[src/logic/ira_pkg.sv]
`default_nettype none
package ira_pkg;
    // Access window timing at the 40 MHz device clock
    localparam int unsigned CLK_FREQ_MHZ   = 40;
    localparam int unsigned ACCESS_TIME_NS = 900;
    // Longest time, so rounded down
    localparam int unsigned ACCESS_CYCLES  = ACCESS_TIME_NS * CLK_FREQ_MHZ / 1000;
    // Pin sync and edge detect use part of the budget before commit
    localparam int unsigned SYNC_CYCLES    = 3;
    localparam logic [5:0]  ACCESS_LAST    = 6'(ACCESS_CYCLES - SYNC_CYCLES - 1);

    localparam logic        SEL_DIRECT = 1'b0;
    localparam logic        SEL_WINDOW = 1'b1;

    localparam logic [1:0]  POS_CTRL = 2'h0;
    localparam logic [1:0]  POS_DATA = 2'h1;
    localparam logic [1:0]  POS_ADDR = 2'h2;

    localparam int          KIND_HI     = 5;
    localparam int          KIND_LO     = 4;
    localparam int          DIR_BIT     = 0;
    localparam logic [1:0]  KIND_REG    = 2'h3;
    localparam logic [1:0]  KIND_CM_RD  = 2'h0;
    localparam logic [7:0]  CTRL_UNUSED = 8'hcc;

    localparam logic [7:0]  ADDR_CONFIG      = 8'hfe;
    localparam logic [7:0]  ADDR_FRAME_SHIFT = 8'hff;

    localparam int          STAT_MEMRST_BIT = 7;
    localparam int          STAT_BUSY_BIT   = 6;
    localparam int          STAT_LOSS_BIT   = 5;

    localparam int          MODE_ABORT_BIT  = 0;
    localparam logic [7:0]  MODE_RESET      = 8'h00;
    localparam int          CFG_STD_BIT     = 0;
    localparam logic [1:0]  CFG_RESET       = 2'h1;
    localparam logic [5:0]  CFG_READ_ONES   = 6'h3f;
    localparam logic [7:0]  FS_RESET        = 8'h00;

    typedef enum logic [2:0] {
        ST_IDLE,
        ST_COLLECT,
        ST_EXEC,
        ST_READBACK,
        ST_RELEASE
    } seq_state_t;
endpackage
`default_nettype wire

[src/logic/connection_memory.sv]
`timescale 1ns/1ps
`default_nettype none
module connection_memory
(
    input  wire logic       i_clk,    // Device clock
    input  wire logic       i_rst_n,  // Synchronised reset
    input  wire logic       i_we,     // Write strobe
    input  wire logic [7:0] i_addr_a, // Host side address
    input  wire logic [9:0] i_wdata,  // Write word
    output logic      [9:0] o_rdata_a,// Host side read word
    input  wire logic [7:0] i_addr_b, // Switching side address
    output logic      [9:0] o_rdata_b // Switching side word
);
    // No reset on the array itself, only on the read registers
    logic [9:0] mem [256];

    always_ff @(posedge i_clk)
    begin
        if (i_we)
        begin
            mem[i_addr_a] <= i_wdata;
        end
    end

    always_ff @(posedge i_clk or negedge i_rst_n)
    begin
        if (!i_rst_n)
        begin
            o_rdata_a <= 10'h000;
            o_rdata_b <= 10'h000;
        end
        else
        begin
            o_rdata_a <= mem[i_addr_a];
            o_rdata_b <= mem[i_addr_b];
        end
    end
endmodule // connection_memory
`default_nettype wire

[src/logic/indirect_register_access.sv]
// Contract
// RQ1 - Host uses three window transfers per access
// RQ2 - Transfers are control, data, address in turn
// RQ3 - Host starts only with both busy flags clear
// RQ4 - First transfer sets indirect busy flag
// RQ5 - Access done within 900 ns, busy cleared
// RQ6 - Host idles both strobes between transfers
// RQ7 - Direct registers stay usable mid sequence
// RQ8 - Abort bit cancels a running sequence
// RQ9 - Kind bits select register, memory read, write
// RQ10 - Direction bit zero writes, spare bit ignored
// RQ11 - Address fe configuration, ff frame shift
// RQ12 - Memory word is control low bits plus data
// RQ13 - Host reads by request then three reads
// RQ14 - Result lands in data byte within 900 ns
// RQ15 - Read back sets busy, returns three bytes
// RQ16 - Up to 900 ns release after third read
// RQ17 - Unused control bits read back as one
// RQ18 - Host writes unused control bits as zero
// RQ19 - Register read back shows control low ones
// RQ20 - Status has three flags, low five zero
// RQ21 - Frame shift held zero in standard setup
// RQ22 - Configuration reads top six bits as one
// RQ23 - Select low is setup or flags, high window
// RQ24 - Strobes ignored while device select high
// RQ25 - Transfer counter returns to first position
`timescale 1ns/1ps
`default_nettype none
module indirect_register_access
(
    input  wire logic       i_mclk,                // 40 MHz device clock
    input  wire logic       i_arst_n,              // Async reset, active low
    input  wire logic       i_cs_n,                // Device select pin
    input  wire logic       i_wr_n,                // Store strobe pin
    input  wire logic       i_rd_n,                // Fetch strobe pin
    input  wire logic       i_register_select_line,// Window or direct select
    input  wire logic [7:0] i_db,                  // Data bus in
    output logic      [7:0] o_db,                  // Data bus out
    output logic            o_db_oe,               // Data bus drive enable
    input  wire logic       i_mem_reset_busy,      // Memory reset in progress
    input  wire logic       i_data_loss,           // Data loss warning
    output logic      [7:0] o_mode,                // Operation setup value
    output logic      [1:0] o_config,              // Configuration value
    output logic      [7:0] o_frame_shift,         // Frame shift value
    output logic            o_busy,                // Indirect busy flag
    input  wire logic [7:0] i_cm_rd_addr,          // Switching read address
    output logic      [9:0] o_cm_word              // Switching read word
);
    ////////////////////////////////////////////////////////////////////////
    logic [1:0]  rst_q;
    logic        rst_n;
    logic [11:0] pin_m;
    logic [11:0] pin_s;

    always_ff @(posedge i_mclk or negedge i_arst_n)
    begin
        if (!i_arst_n)
        begin
            rst_q <= 2'h0;
        end
        else
        begin
            rst_q <= {rst_q[0], 1'b1};
        end
    end
    assign rst_n = rst_q[1];

    // Pins are asynchronous to the device clock
    always_ff @(posedge i_mclk or negedge rst_n)
    begin
        if (!rst_n)
        begin
            pin_m <= 12'he00;
            pin_s <= 12'he00;
        end
        else
        begin
            pin_m <= {i_cs_n, i_wr_n, i_rd_n, i_register_select_line, i_db};
            pin_s <= pin_m;
        end
    end

    ////////////////////////////////////////////////////////////////////////
    logic        wr_act;
    logic        rd_act;
    logic        wr_act_q;
    logic        rd_act_q;
    logic        wr_end;
    logic        rd_start;
    logic        rd_end;
    logic        sel_s;
    logic [7:0]  db_s;

    // Strobes only count while device is selected
    // RQ24 select gates strobes
    assign wr_act   = ~pin_s[11] & ~pin_s[10];
    assign rd_act   = ~pin_s[11] & ~pin_s[9];
    assign sel_s    = pin_s[8];
    assign db_s     = pin_s[7:0];
    // Write commits at strobe end, when bus data has long settled
    assign wr_end   = wr_act_q & ~wr_act;
    assign rd_start = rd_act & ~rd_act_q;
    assign rd_end   = rd_act_q & ~rd_act;

    ////////////////////////////////////////////////////////////////////////
    ira_pkg::seq_state_t state;
    ira_pkg::seq_state_t next_state;
    logic [1:0]  pos;
    logic [1:0]  next_pos;
    logic [5:0]  cnt;
    logic [5:0]  next_cnt;
    logic        busy;
    logic        next_busy;
    logic [7:0]  win_ctrl;
    logic [7:0]  next_win_ctrl;
    logic [7:0]  win_data;
    logic [7:0]  next_win_data;
    logic [7:0]  win_addr;
    logic [7:0]  next_win_addr;
    logic [7:0]  mode;
    logic [7:0]  next_mode;
    logic [1:0]  cfg;
    logic [1:0]  next_cfg;
    logic [7:0]  fs;
    logic [7:0]  next_fs;
    logic [7:0]  wr_data;
    logic [7:0]  next_wr_data;
    logic        wr_sel;
    logic        next_wr_sel;
    logic        rd_sel;
    logic        next_rd_sel;
    logic [7:0]  dbo;
    logic [7:0]  next_dbo;
    logic        dbo_oe;
    logic        cm_we;
    logic [9:0]  cm_q;
    logic [1:0]  kind;
    logic        abort;
    logic        standard;
    logic        reg_read;
    logic [7:0]  ctrl_rb;
    logic [7:0]  status;

    assign kind     = win_ctrl[ira_pkg::KIND_HI:ira_pkg::KIND_LO];
    assign abort    = mode[ira_pkg::MODE_ABORT_BIT];
    assign standard = cfg[ira_pkg::CFG_STD_BIT];
    // RQ10 direction bit only
    assign reg_read = win_ctrl[ira_pkg::DIR_BIT];

    // RQ17 unused bits read one
    // RQ19 register low bits one
    always_comb
    begin
        ctrl_rb = win_ctrl | ira_pkg::CTRL_UNUSED;
        if (kind == ira_pkg::KIND_REG)
        begin
            ctrl_rb[1:0] = 2'h3;
        end
    end

    // RQ20 three flags, rest zero
    always_comb
    begin
        status = 8'h00;
        status[ira_pkg::STAT_MEMRST_BIT] = i_mem_reset_busy;
        status[ira_pkg::STAT_BUSY_BIT]   = busy;
        status[ira_pkg::STAT_LOSS_BIT]   = i_data_loss;
    end

    ////////////////////////////////////////////////////////////////////////
    always_comb
    begin
        next_state    = state;
        next_pos      = pos;
        next_cnt      = cnt;
        next_busy     = busy;
        next_win_ctrl = win_ctrl;
        next_win_data = win_data;
        next_win_addr = win_addr;
        next_mode     = mode;
        next_cfg      = cfg;
        next_fs       = fs;
        next_wr_data  = wr_data;
        next_wr_sel   = wr_sel;
        next_rd_sel   = rd_sel;
        next_dbo      = dbo;
        cm_we         = 1'b0;
        if (wr_act)
        begin
            next_wr_data = db_s;
            next_wr_sel  = sel_s;
        end
        // RQ23 select picks register
        if (rd_start)
        begin
            next_rd_sel = sel_s;
            if (sel_s == ira_pkg::SEL_DIRECT)
            begin
                next_dbo = status;
            end
            else
            begin
                unique case (pos)
                    ira_pkg::POS_CTRL: next_dbo = ctrl_rb;
                    ira_pkg::POS_DATA: next_dbo = win_data;
                    default:           next_dbo = win_addr;
                endcase
            end
        end
        // RQ7 direct write any time
        if (wr_end && wr_sel == ira_pkg::SEL_DIRECT)
        begin
            next_mode = wr_data;
        end
        unique case (state)
            ira_pkg::ST_IDLE:
            begin
                // RQ4 busy on first write
                if (wr_end && wr_sel == ira_pkg::SEL_WINDOW)
                begin
                    next_win_ctrl = wr_data;
                    next_pos      = ira_pkg::POS_DATA;
                    next_busy     = 1'b1;
                    next_state    = ira_pkg::ST_COLLECT;
                end
                // RQ15 busy on first read
                else if (rd_start && sel_s == ira_pkg::SEL_WINDOW)
                begin
                    next_busy  = 1'b1;
                    next_state = ira_pkg::ST_READBACK;
                end
            end
            ira_pkg::ST_COLLECT:
            begin
                // RQ2 byte order
                if (wr_end && wr_sel == ira_pkg::SEL_WINDOW)
                begin
                    if (pos == ira_pkg::POS_DATA)
                    begin
                        next_win_data = wr_data;
                        next_pos      = ira_pkg::POS_ADDR;
                    end
                    else
                    begin
                        next_win_addr = wr_data;
                        next_pos      = ira_pkg::POS_CTRL;
                        next_cnt      = 6'h00;
                        next_state    = ira_pkg::ST_EXEC;
                    end
                end
            end
            ira_pkg::ST_EXEC:
            begin
                next_cnt = cnt + 6'h01;
                // RQ9 kind decode
                if (cnt == 6'h00)
                begin
                    if (kind == ira_pkg::KIND_REG)
                    begin
                        // RQ11 fe and ff select
                        if (!reg_read && win_addr == ira_pkg::ADDR_CONFIG)
                        begin
                            next_cfg = win_data[1:0];
                        end
                        if (!reg_read && win_addr == ira_pkg::ADDR_FRAME_SHIFT)
                        begin
                            next_fs = win_data;
                        end
                        // RQ22 top six bits one
                        if (reg_read && win_addr == ira_pkg::ADDR_CONFIG)
                        begin
                            next_win_data = {ira_pkg::CFG_READ_ONES, cfg};
                        end
                        if (reg_read && win_addr == ira_pkg::ADDR_FRAME_SHIFT)
                        begin
                            next_win_data = fs;
                        end
                    end
                    // RQ12 ten bit word
                    else if (kind != ira_pkg::KIND_CM_RD)
                    begin
                        cm_we = 1'b1;
                    end
                end
                // RQ14 memory result placed
                if (cnt == 6'h01 && kind == ira_pkg::KIND_CM_RD)
                begin
                    next_win_data      = cm_q[7:0];
                    next_win_ctrl[1:0] = cm_q[9:8];
                end
                // RQ5 done within 900 ns
                if (cnt == ira_pkg::ACCESS_LAST)
                begin
                    next_busy  = 1'b0;
                    next_state = ira_pkg::ST_IDLE;
                end
            end
            ira_pkg::ST_READBACK:
            begin
                if (rd_end && rd_sel == ira_pkg::SEL_WINDOW)
                begin
                    next_pos = pos + 2'h1;
                    if (pos == ira_pkg::POS_ADDR)
                    begin
                        next_pos   = ira_pkg::POS_CTRL;
                        next_cnt   = 6'h00;
                        next_state = ira_pkg::ST_RELEASE;
                    end
                end
            end
            ira_pkg::ST_RELEASE:
            begin
                next_cnt = cnt + 6'h01;
                // RQ16 release within 900 ns
                if (cnt == ira_pkg::ACCESS_LAST)
                begin
                    next_busy  = 1'b0;
                    next_state = ira_pkg::ST_IDLE;
                end
            end
            default:
            begin
                next_state = ira_pkg::ST_IDLE;
            end
        endcase
        // RQ8 abort cancels
        // RQ25 counter back to first
        if (abort)
        begin
            next_state = ira_pkg::ST_IDLE;
            next_pos   = ira_pkg::POS_CTRL;
            next_cnt   = 6'h00;
            next_busy  = 1'b0;
        end
        // RQ21 zero in standard setup
        if (standard)
        begin
            next_fs = 8'h00;
        end
    end

    always_ff @(posedge i_mclk or negedge rst_n)
    begin
        if (!rst_n)
        begin
            state    <= ira_pkg::ST_IDLE;
            pos      <= ira_pkg::POS_CTRL;
            cnt      <= 6'h00;
            busy     <= 1'b0;
            win_ctrl <= 8'h00;
            win_data <= 8'h00;
            win_addr <= 8'h00;
            mode     <= ira_pkg::MODE_RESET;
            cfg      <= ira_pkg::CFG_RESET;
            fs       <= ira_pkg::FS_RESET;
            wr_data  <= 8'h00;
            wr_sel   <= 1'b0;
            rd_sel   <= 1'b0;
            dbo      <= 8'h00;
            dbo_oe   <= 1'b0;
            wr_act_q <= 1'b0;
            rd_act_q <= 1'b0;
        end
        else
        begin
            state    <= next_state;
            pos      <= next_pos;
            cnt      <= next_cnt;
            busy     <= next_busy;
            win_ctrl <= next_win_ctrl;
            win_data <= next_win_data;
            win_addr <= next_win_addr;
            mode     <= next_mode;
            cfg      <= next_cfg;
            fs       <= next_fs;
            wr_data  <= next_wr_data;
            wr_sel   <= next_wr_sel;
            rd_sel   <= next_rd_sel;
            dbo      <= next_dbo;
            dbo_oe   <= rd_act;
            wr_act_q <= wr_act;
            rd_act_q <= rd_act;
        end
    end

    assign o_db          = dbo;
    assign o_db_oe       = dbo_oe;
    assign o_mode        = mode;
    assign o_config      = cfg;
    assign o_frame_shift = fs;
    assign o_busy        = busy;

    ////////////////////////////////////////////////////////////////////////
    connection_memory u_cm
    (
        .i_clk     (i_mclk),
        .i_rst_n   (rst_n),
        .i_we      (cm_we),
        .i_addr_a  (win_addr),
        .i_wdata   ({win_ctrl[1:0], win_data}),
        .o_rdata_a (cm_q),
        .i_addr_b  (i_cm_rd_addr),
        .o_rdata_b (o_cm_word)
    );

    ////////////////////////////////////////////////////////////////////////
    // 900 ns from strobe end, less the synchroniser cycles
    localparam int EXEC_MAX = 33;
endmodule // indirect_register_access
`default_nettype wire

[config.mk]
export PLATFORM = sky130hd
export DESIGN_NAME = indirect_register_access
export DESIGN_NICKNAME = d
export VERILOG_FILES = /design/src/logic/ira_pkg.sv /design/src/logic/connection_memory.sv /design/src/logic/indirect_register_access.sv
export SDC_FILE = /design/constraint.sdc
export NUM_CORES = 2
export LEC_CHECK = 0
export BUFFER_PORTS_ARGS = -buffer_cell sky130_fd_sc_hd__buf_2
export CORE_MARGIN = 3
export CORE_UTILIZATION = 56
export DETAILED_ROUTE_END_ITERATION = 8
export HOLD_SLACK_MARGIN = 0.12
export PLACE_DENSITY = 0.72
export SETUP_SLACK_MARGIN = 0.2
export SYNTH_ARGS = -nofsm -noshare
export SYNTH_HDL_FRONTEND = slang
export SYNTH_SLANG_ARGS = --single-unit
[constraint.sdc]
create_clock -name i_mclk -period 9.4 [get_ports i_mclk]
set_input_delay 0.94 -clock i_mclk [delete_from_list [all_inputs] [get_ports i_mclk]]
set_output_delay 0.94 -clock i_mclk [all_outputs]
set_load 0.005 [all_outputs]
==> key figures <==
GRT
  • Antenna violations before repair: 34
  • Vias in the first global route: 71900
  • Pin count of the biggest net entering global routing: 257
  • Grt ovf: 0
  • First-pass GRT wire length: 569000 microns
  • GRT Total Usage: 35.9%

Final layout
  • Final core utilization: 62.6%
  • Nets@finish: 6530
  • Area delta synth->final: 11.0%
  • Ratio of cells with drive above 1 in the final layout: 32.4%
  • Final cell count without fillers: 9692

Place
  • Port bufs: 61
  • GP Congestion: 1.00
  • DP Wirelength: 261000 microns
  • Placed insts: 9148

Pwr
  • Peak supply drop: 0.394 mV
  • Leak: 0.0434 uW
  • Design Power: 38600 uW
  • Power per cell area: 280 mW/mm^2

STA
  • RSZ-0062 raised after global routing: no
  • Tightest Pin Transition: 1650 ps
  • Worst Skew: 55.3 ps
  • Post-layout min period: 5310 ps
  • Final Max Tran Viols: 5
  • TNS Setup: 0 ps
  • Final Cycle Share: 56.5%
  • Endpoints failing setup: 0
  • Final Hold Fails: 0
  • Fmax: 0.188 GHz
  • Slew HR: -9.98%

CTS
  • Root Buffer Master: clkbuf_16
  • Sinks on Clock Net: 2676
  • Worst-path clk slew: 60 ps
  • Max clock buf depth: 4
  • Worst skew pair latency: 960 ps
  • Hold_buf cts: 13
  • CTS tree: done
  • CTS H-tree depth: 5
  • CTS Buf Count: 295
  • PostCTS Resize Cnt: 0
  • Postcts setup bufs: 0

Synthesis
  • Post-Synthesis Cells: 6319
  • Post-Syn Area: 0.124 sq mm
  • Compound-Gate Fraction of Synth Area: 3.26%
  • Ys Warns: 0
  • Largest family of logic cells by synthesized area: multiplexers
  • Xor and xnor area share after synthesis: 0.00706%
  • Synth Area in Simple Gates: 2.76%
  • Ys flop type: edfxtp_1
  • Syn nets: 6348
  • Portion of netlist area occupied by mux cells: 27.4%
  • #FFs+latches synth: 2676
  • FFs w/ async S/R, synth: 4.33%
  • Post-Synth Adder-Cell Area: 0.0504%
  • Number of synthesized flops with an enable pin: 2560
  • Post-synthesis sequential area ratio: 64.3%
  • Syn Area/Cell: 19.6 sq um
  • Distinct cells, synth: 68

Floorplanning
  • Chip Height: 477 microns
  • Row cnt: 172
  • Total core area: 0.220 sq mm
  • Chip width: 477 microns
  • Initial Util: 56.4%
  • Ports: 62
  • Die area: 0.227 sq mm

Critical path
  • Crit-path max cell delay: 960 ps
  • R2r setup slk: 4090 ps
  • Crit. End Element: flop
  • Startpoint types: flop
  • Most used cell, CP: mux4_2
  • Worst reg2reg startpoint: win_addr[1]
  • CP required: 10220 ps
  • Crit-path slowest cell: mux2i_1
  • Worst R2R Path Depth: 7
  • Crit-path max FO: 89
  • Cell Chain, Critical Path: buf_12 -> buf_4 -> mux4_2 -> mux4_2 -> mux2i_1 -> o21ai_0 -> or4_1
  • Worst setup path class: flop to flop
  • Reg-to-reg critical path endpoint: u_cm.o_rdata_a[7]
  • Worst Path Arrival: 6130 ps

Detailed routing
  • WL per Instance: 42.1 microns
  • Post-Route WL: 408000 microns
  • DRC: 0
  • Pre-antenna DRT Iters: 9
  • Via count: 73900
  • Routed Antenna Nets: 0
  • First DRT Iteration DRCs: 13100
  • Via-to-Cell Ratio: 7.62

Status
  • Status: finished with violations
  • Violated checks: capacitance limit, slew limit

Worst hold path
  • Hold Crit Class: primary input to flop
  • Hold depth: 3
  • Hold Path Sink: o_db[7]
  • Hold path startpoint: i_mem_reset_busy

Run
  • Max-cap violations: 2
[synthesized netlist by cell type (4+ instances only)]
library cell / instances / area, sq um
a22o_1: 19 / 166
a221oi_1: 9 / 78.8
nor3_1: 52 / 260
o21ai_1: 4 / 20.0
mux2i_1: 432 / 4320
o211ai_1: 4 / 30.0
o31ai_1: 10 / 75.1
nand3_1: 38 / 190
ha_1: 5 / 62.6
buf_6: 39 / 439
dfrtp_1: 109 / 2730
nor2_1: 323 / 1210
mux4_2: 1295 / 29200
edfxtp_1: 2560 / 76900
o221ai_1: 132 / 1160
a22oi_1: 73 / 548
a21oi_1: 73 / 365
and2_1: 8 / 50.1
or2_2: 4 / 25.0
nor4_1: 21 / 131
buf_1: 56 / 210
dfstp_2: 7 / 184
nand2b_1: 17 / 106
o21ai_0: 32 / 160
or3_1: 12 / 75.1
nor2b_1: 22 / 138
and3_1: 8 / 50.1
or4_1: 10 / 75.1
nand4_1: 8 / 50.1
nand2_1: 251 / 942
inv_1: 13 / 48.8
a31oi_1: 11 / 68.8
a211oi_1: 54 / 405
o32ai_1: 11 / 96.3
buf_2: 143 / 716
o22ai_1: 100 / 626
mux2_2: 49 / 552
nor4b_1: 5 / 43.8
clkbuf_1: 171 / 642
buf_4: 89 / 668
[cells in the final DEF, fill, tap and decap left out, drive strengths merged, types with 36 or more instances in the layout]
master	n
nor2	324
o221ai	132
mux2	50
o22ai	100
clkbuf	377
a21oi	73
dfrtp	109
a211oi	54
clkinv	93
mux4	1295
mux2i	432
nand3	38
nor3	52
o21ai	36
edfxtp	2560
nand2	251
a22oi	73
buf	369
[layout make-up]
cell class	instances	area (sq um)
Fill cell	14900	82200
Sequential cell	2676	79800
Multi-Input combinational cell	3131	41800
Clock buffer	376	7930
Tap cell	2958	3700
Timing Repair Buffer	383	3060
Clock inverter	132	1390
Inverter	14	60.1
Antenna cell	22	55.1
[logic make-up (layout without fill, tap and decap cells)]
family / after synthesis / count (layout)
flip-flops: 2676 / 2676
multiplexers: 1777 / 1777
AND/OR/NAND/NOR: 789 / 789
AO/OA/AOI/OAI: 558 / 558
buffers and inverters: 512 / 905
adder cells (fa/ha/maj): 5 / 5
other: 1 / 23
XOR/XNOR: 1 / 1
[power breakdown]
part	switching, uW	internal, uW	total, uW
Combinational	7580	3880	11500
Sequential	812	14900	15700
Clock	4670	6760	11400
Total	13100	25500	38600
[metrics by stage]
| stage | hold WS [ps] | instance area (sq um) | setup slack (ps) |
|---|---|---|---|
| floorplan | 331 | 124000 | 4620 |
| global placement | 341 | 128000 | 3560 |
| detailed placement | 336 | 128000 | 3540 |
| CTS | 226 | 138000 | 4480 |
| global route | 242 | 138000 | 4090 |
| finish | 262 | 138000 | 4090 |
[state kept, by name (all words and copies together) (netlist names), 10 cells and up]
signal          cells
pin_s              12
u_cm.mem         2560
pin_m              12
u_cm.o_rdata_a     10
u_cm.o_rdata_b     10
[worst max-delay path: cells and delay by family, from the launching register on]
kind,cells,cell delay [ps]
compound gates,1,590
mux,3,1900
buf+inv,2,1100
simple gates,1,550
flops,1,730
[metal layers]
metal	GRT usage, %	wire, microns	vias to the layer above
li1	-	-	27600
met1	47.5	137000	38600
met2	51.7	181000	6407
met3	13.6	62000	1239
met4	20.0	27800	20
met5	0.462	121	-
[how the worst max path moves through the flow]
stage | from | to | slack, ps | cells after the start
after global placement | i_cm_rd_addr[1] | u_cm.o_rdata_b[6] | 3560 | 11
after global routing | win_addr[0] | u_cm.o_rdata_a[8] | 4090 | 7
after detailed placement | i_cm_rd_addr[1] | u_cm.o_rdata_b[6] | 3540 | 11
after CTS | win_addr[1] | u_cm.o_rdata_a[7] | 4480 | 7
final | win_addr[1] | u_cm.o_rdata_a[7] | 4090 | 7
after floorplan | win_ctrl[0] | win_data[0] | 4620 | 7
Power figures use the tool's default switching activity.
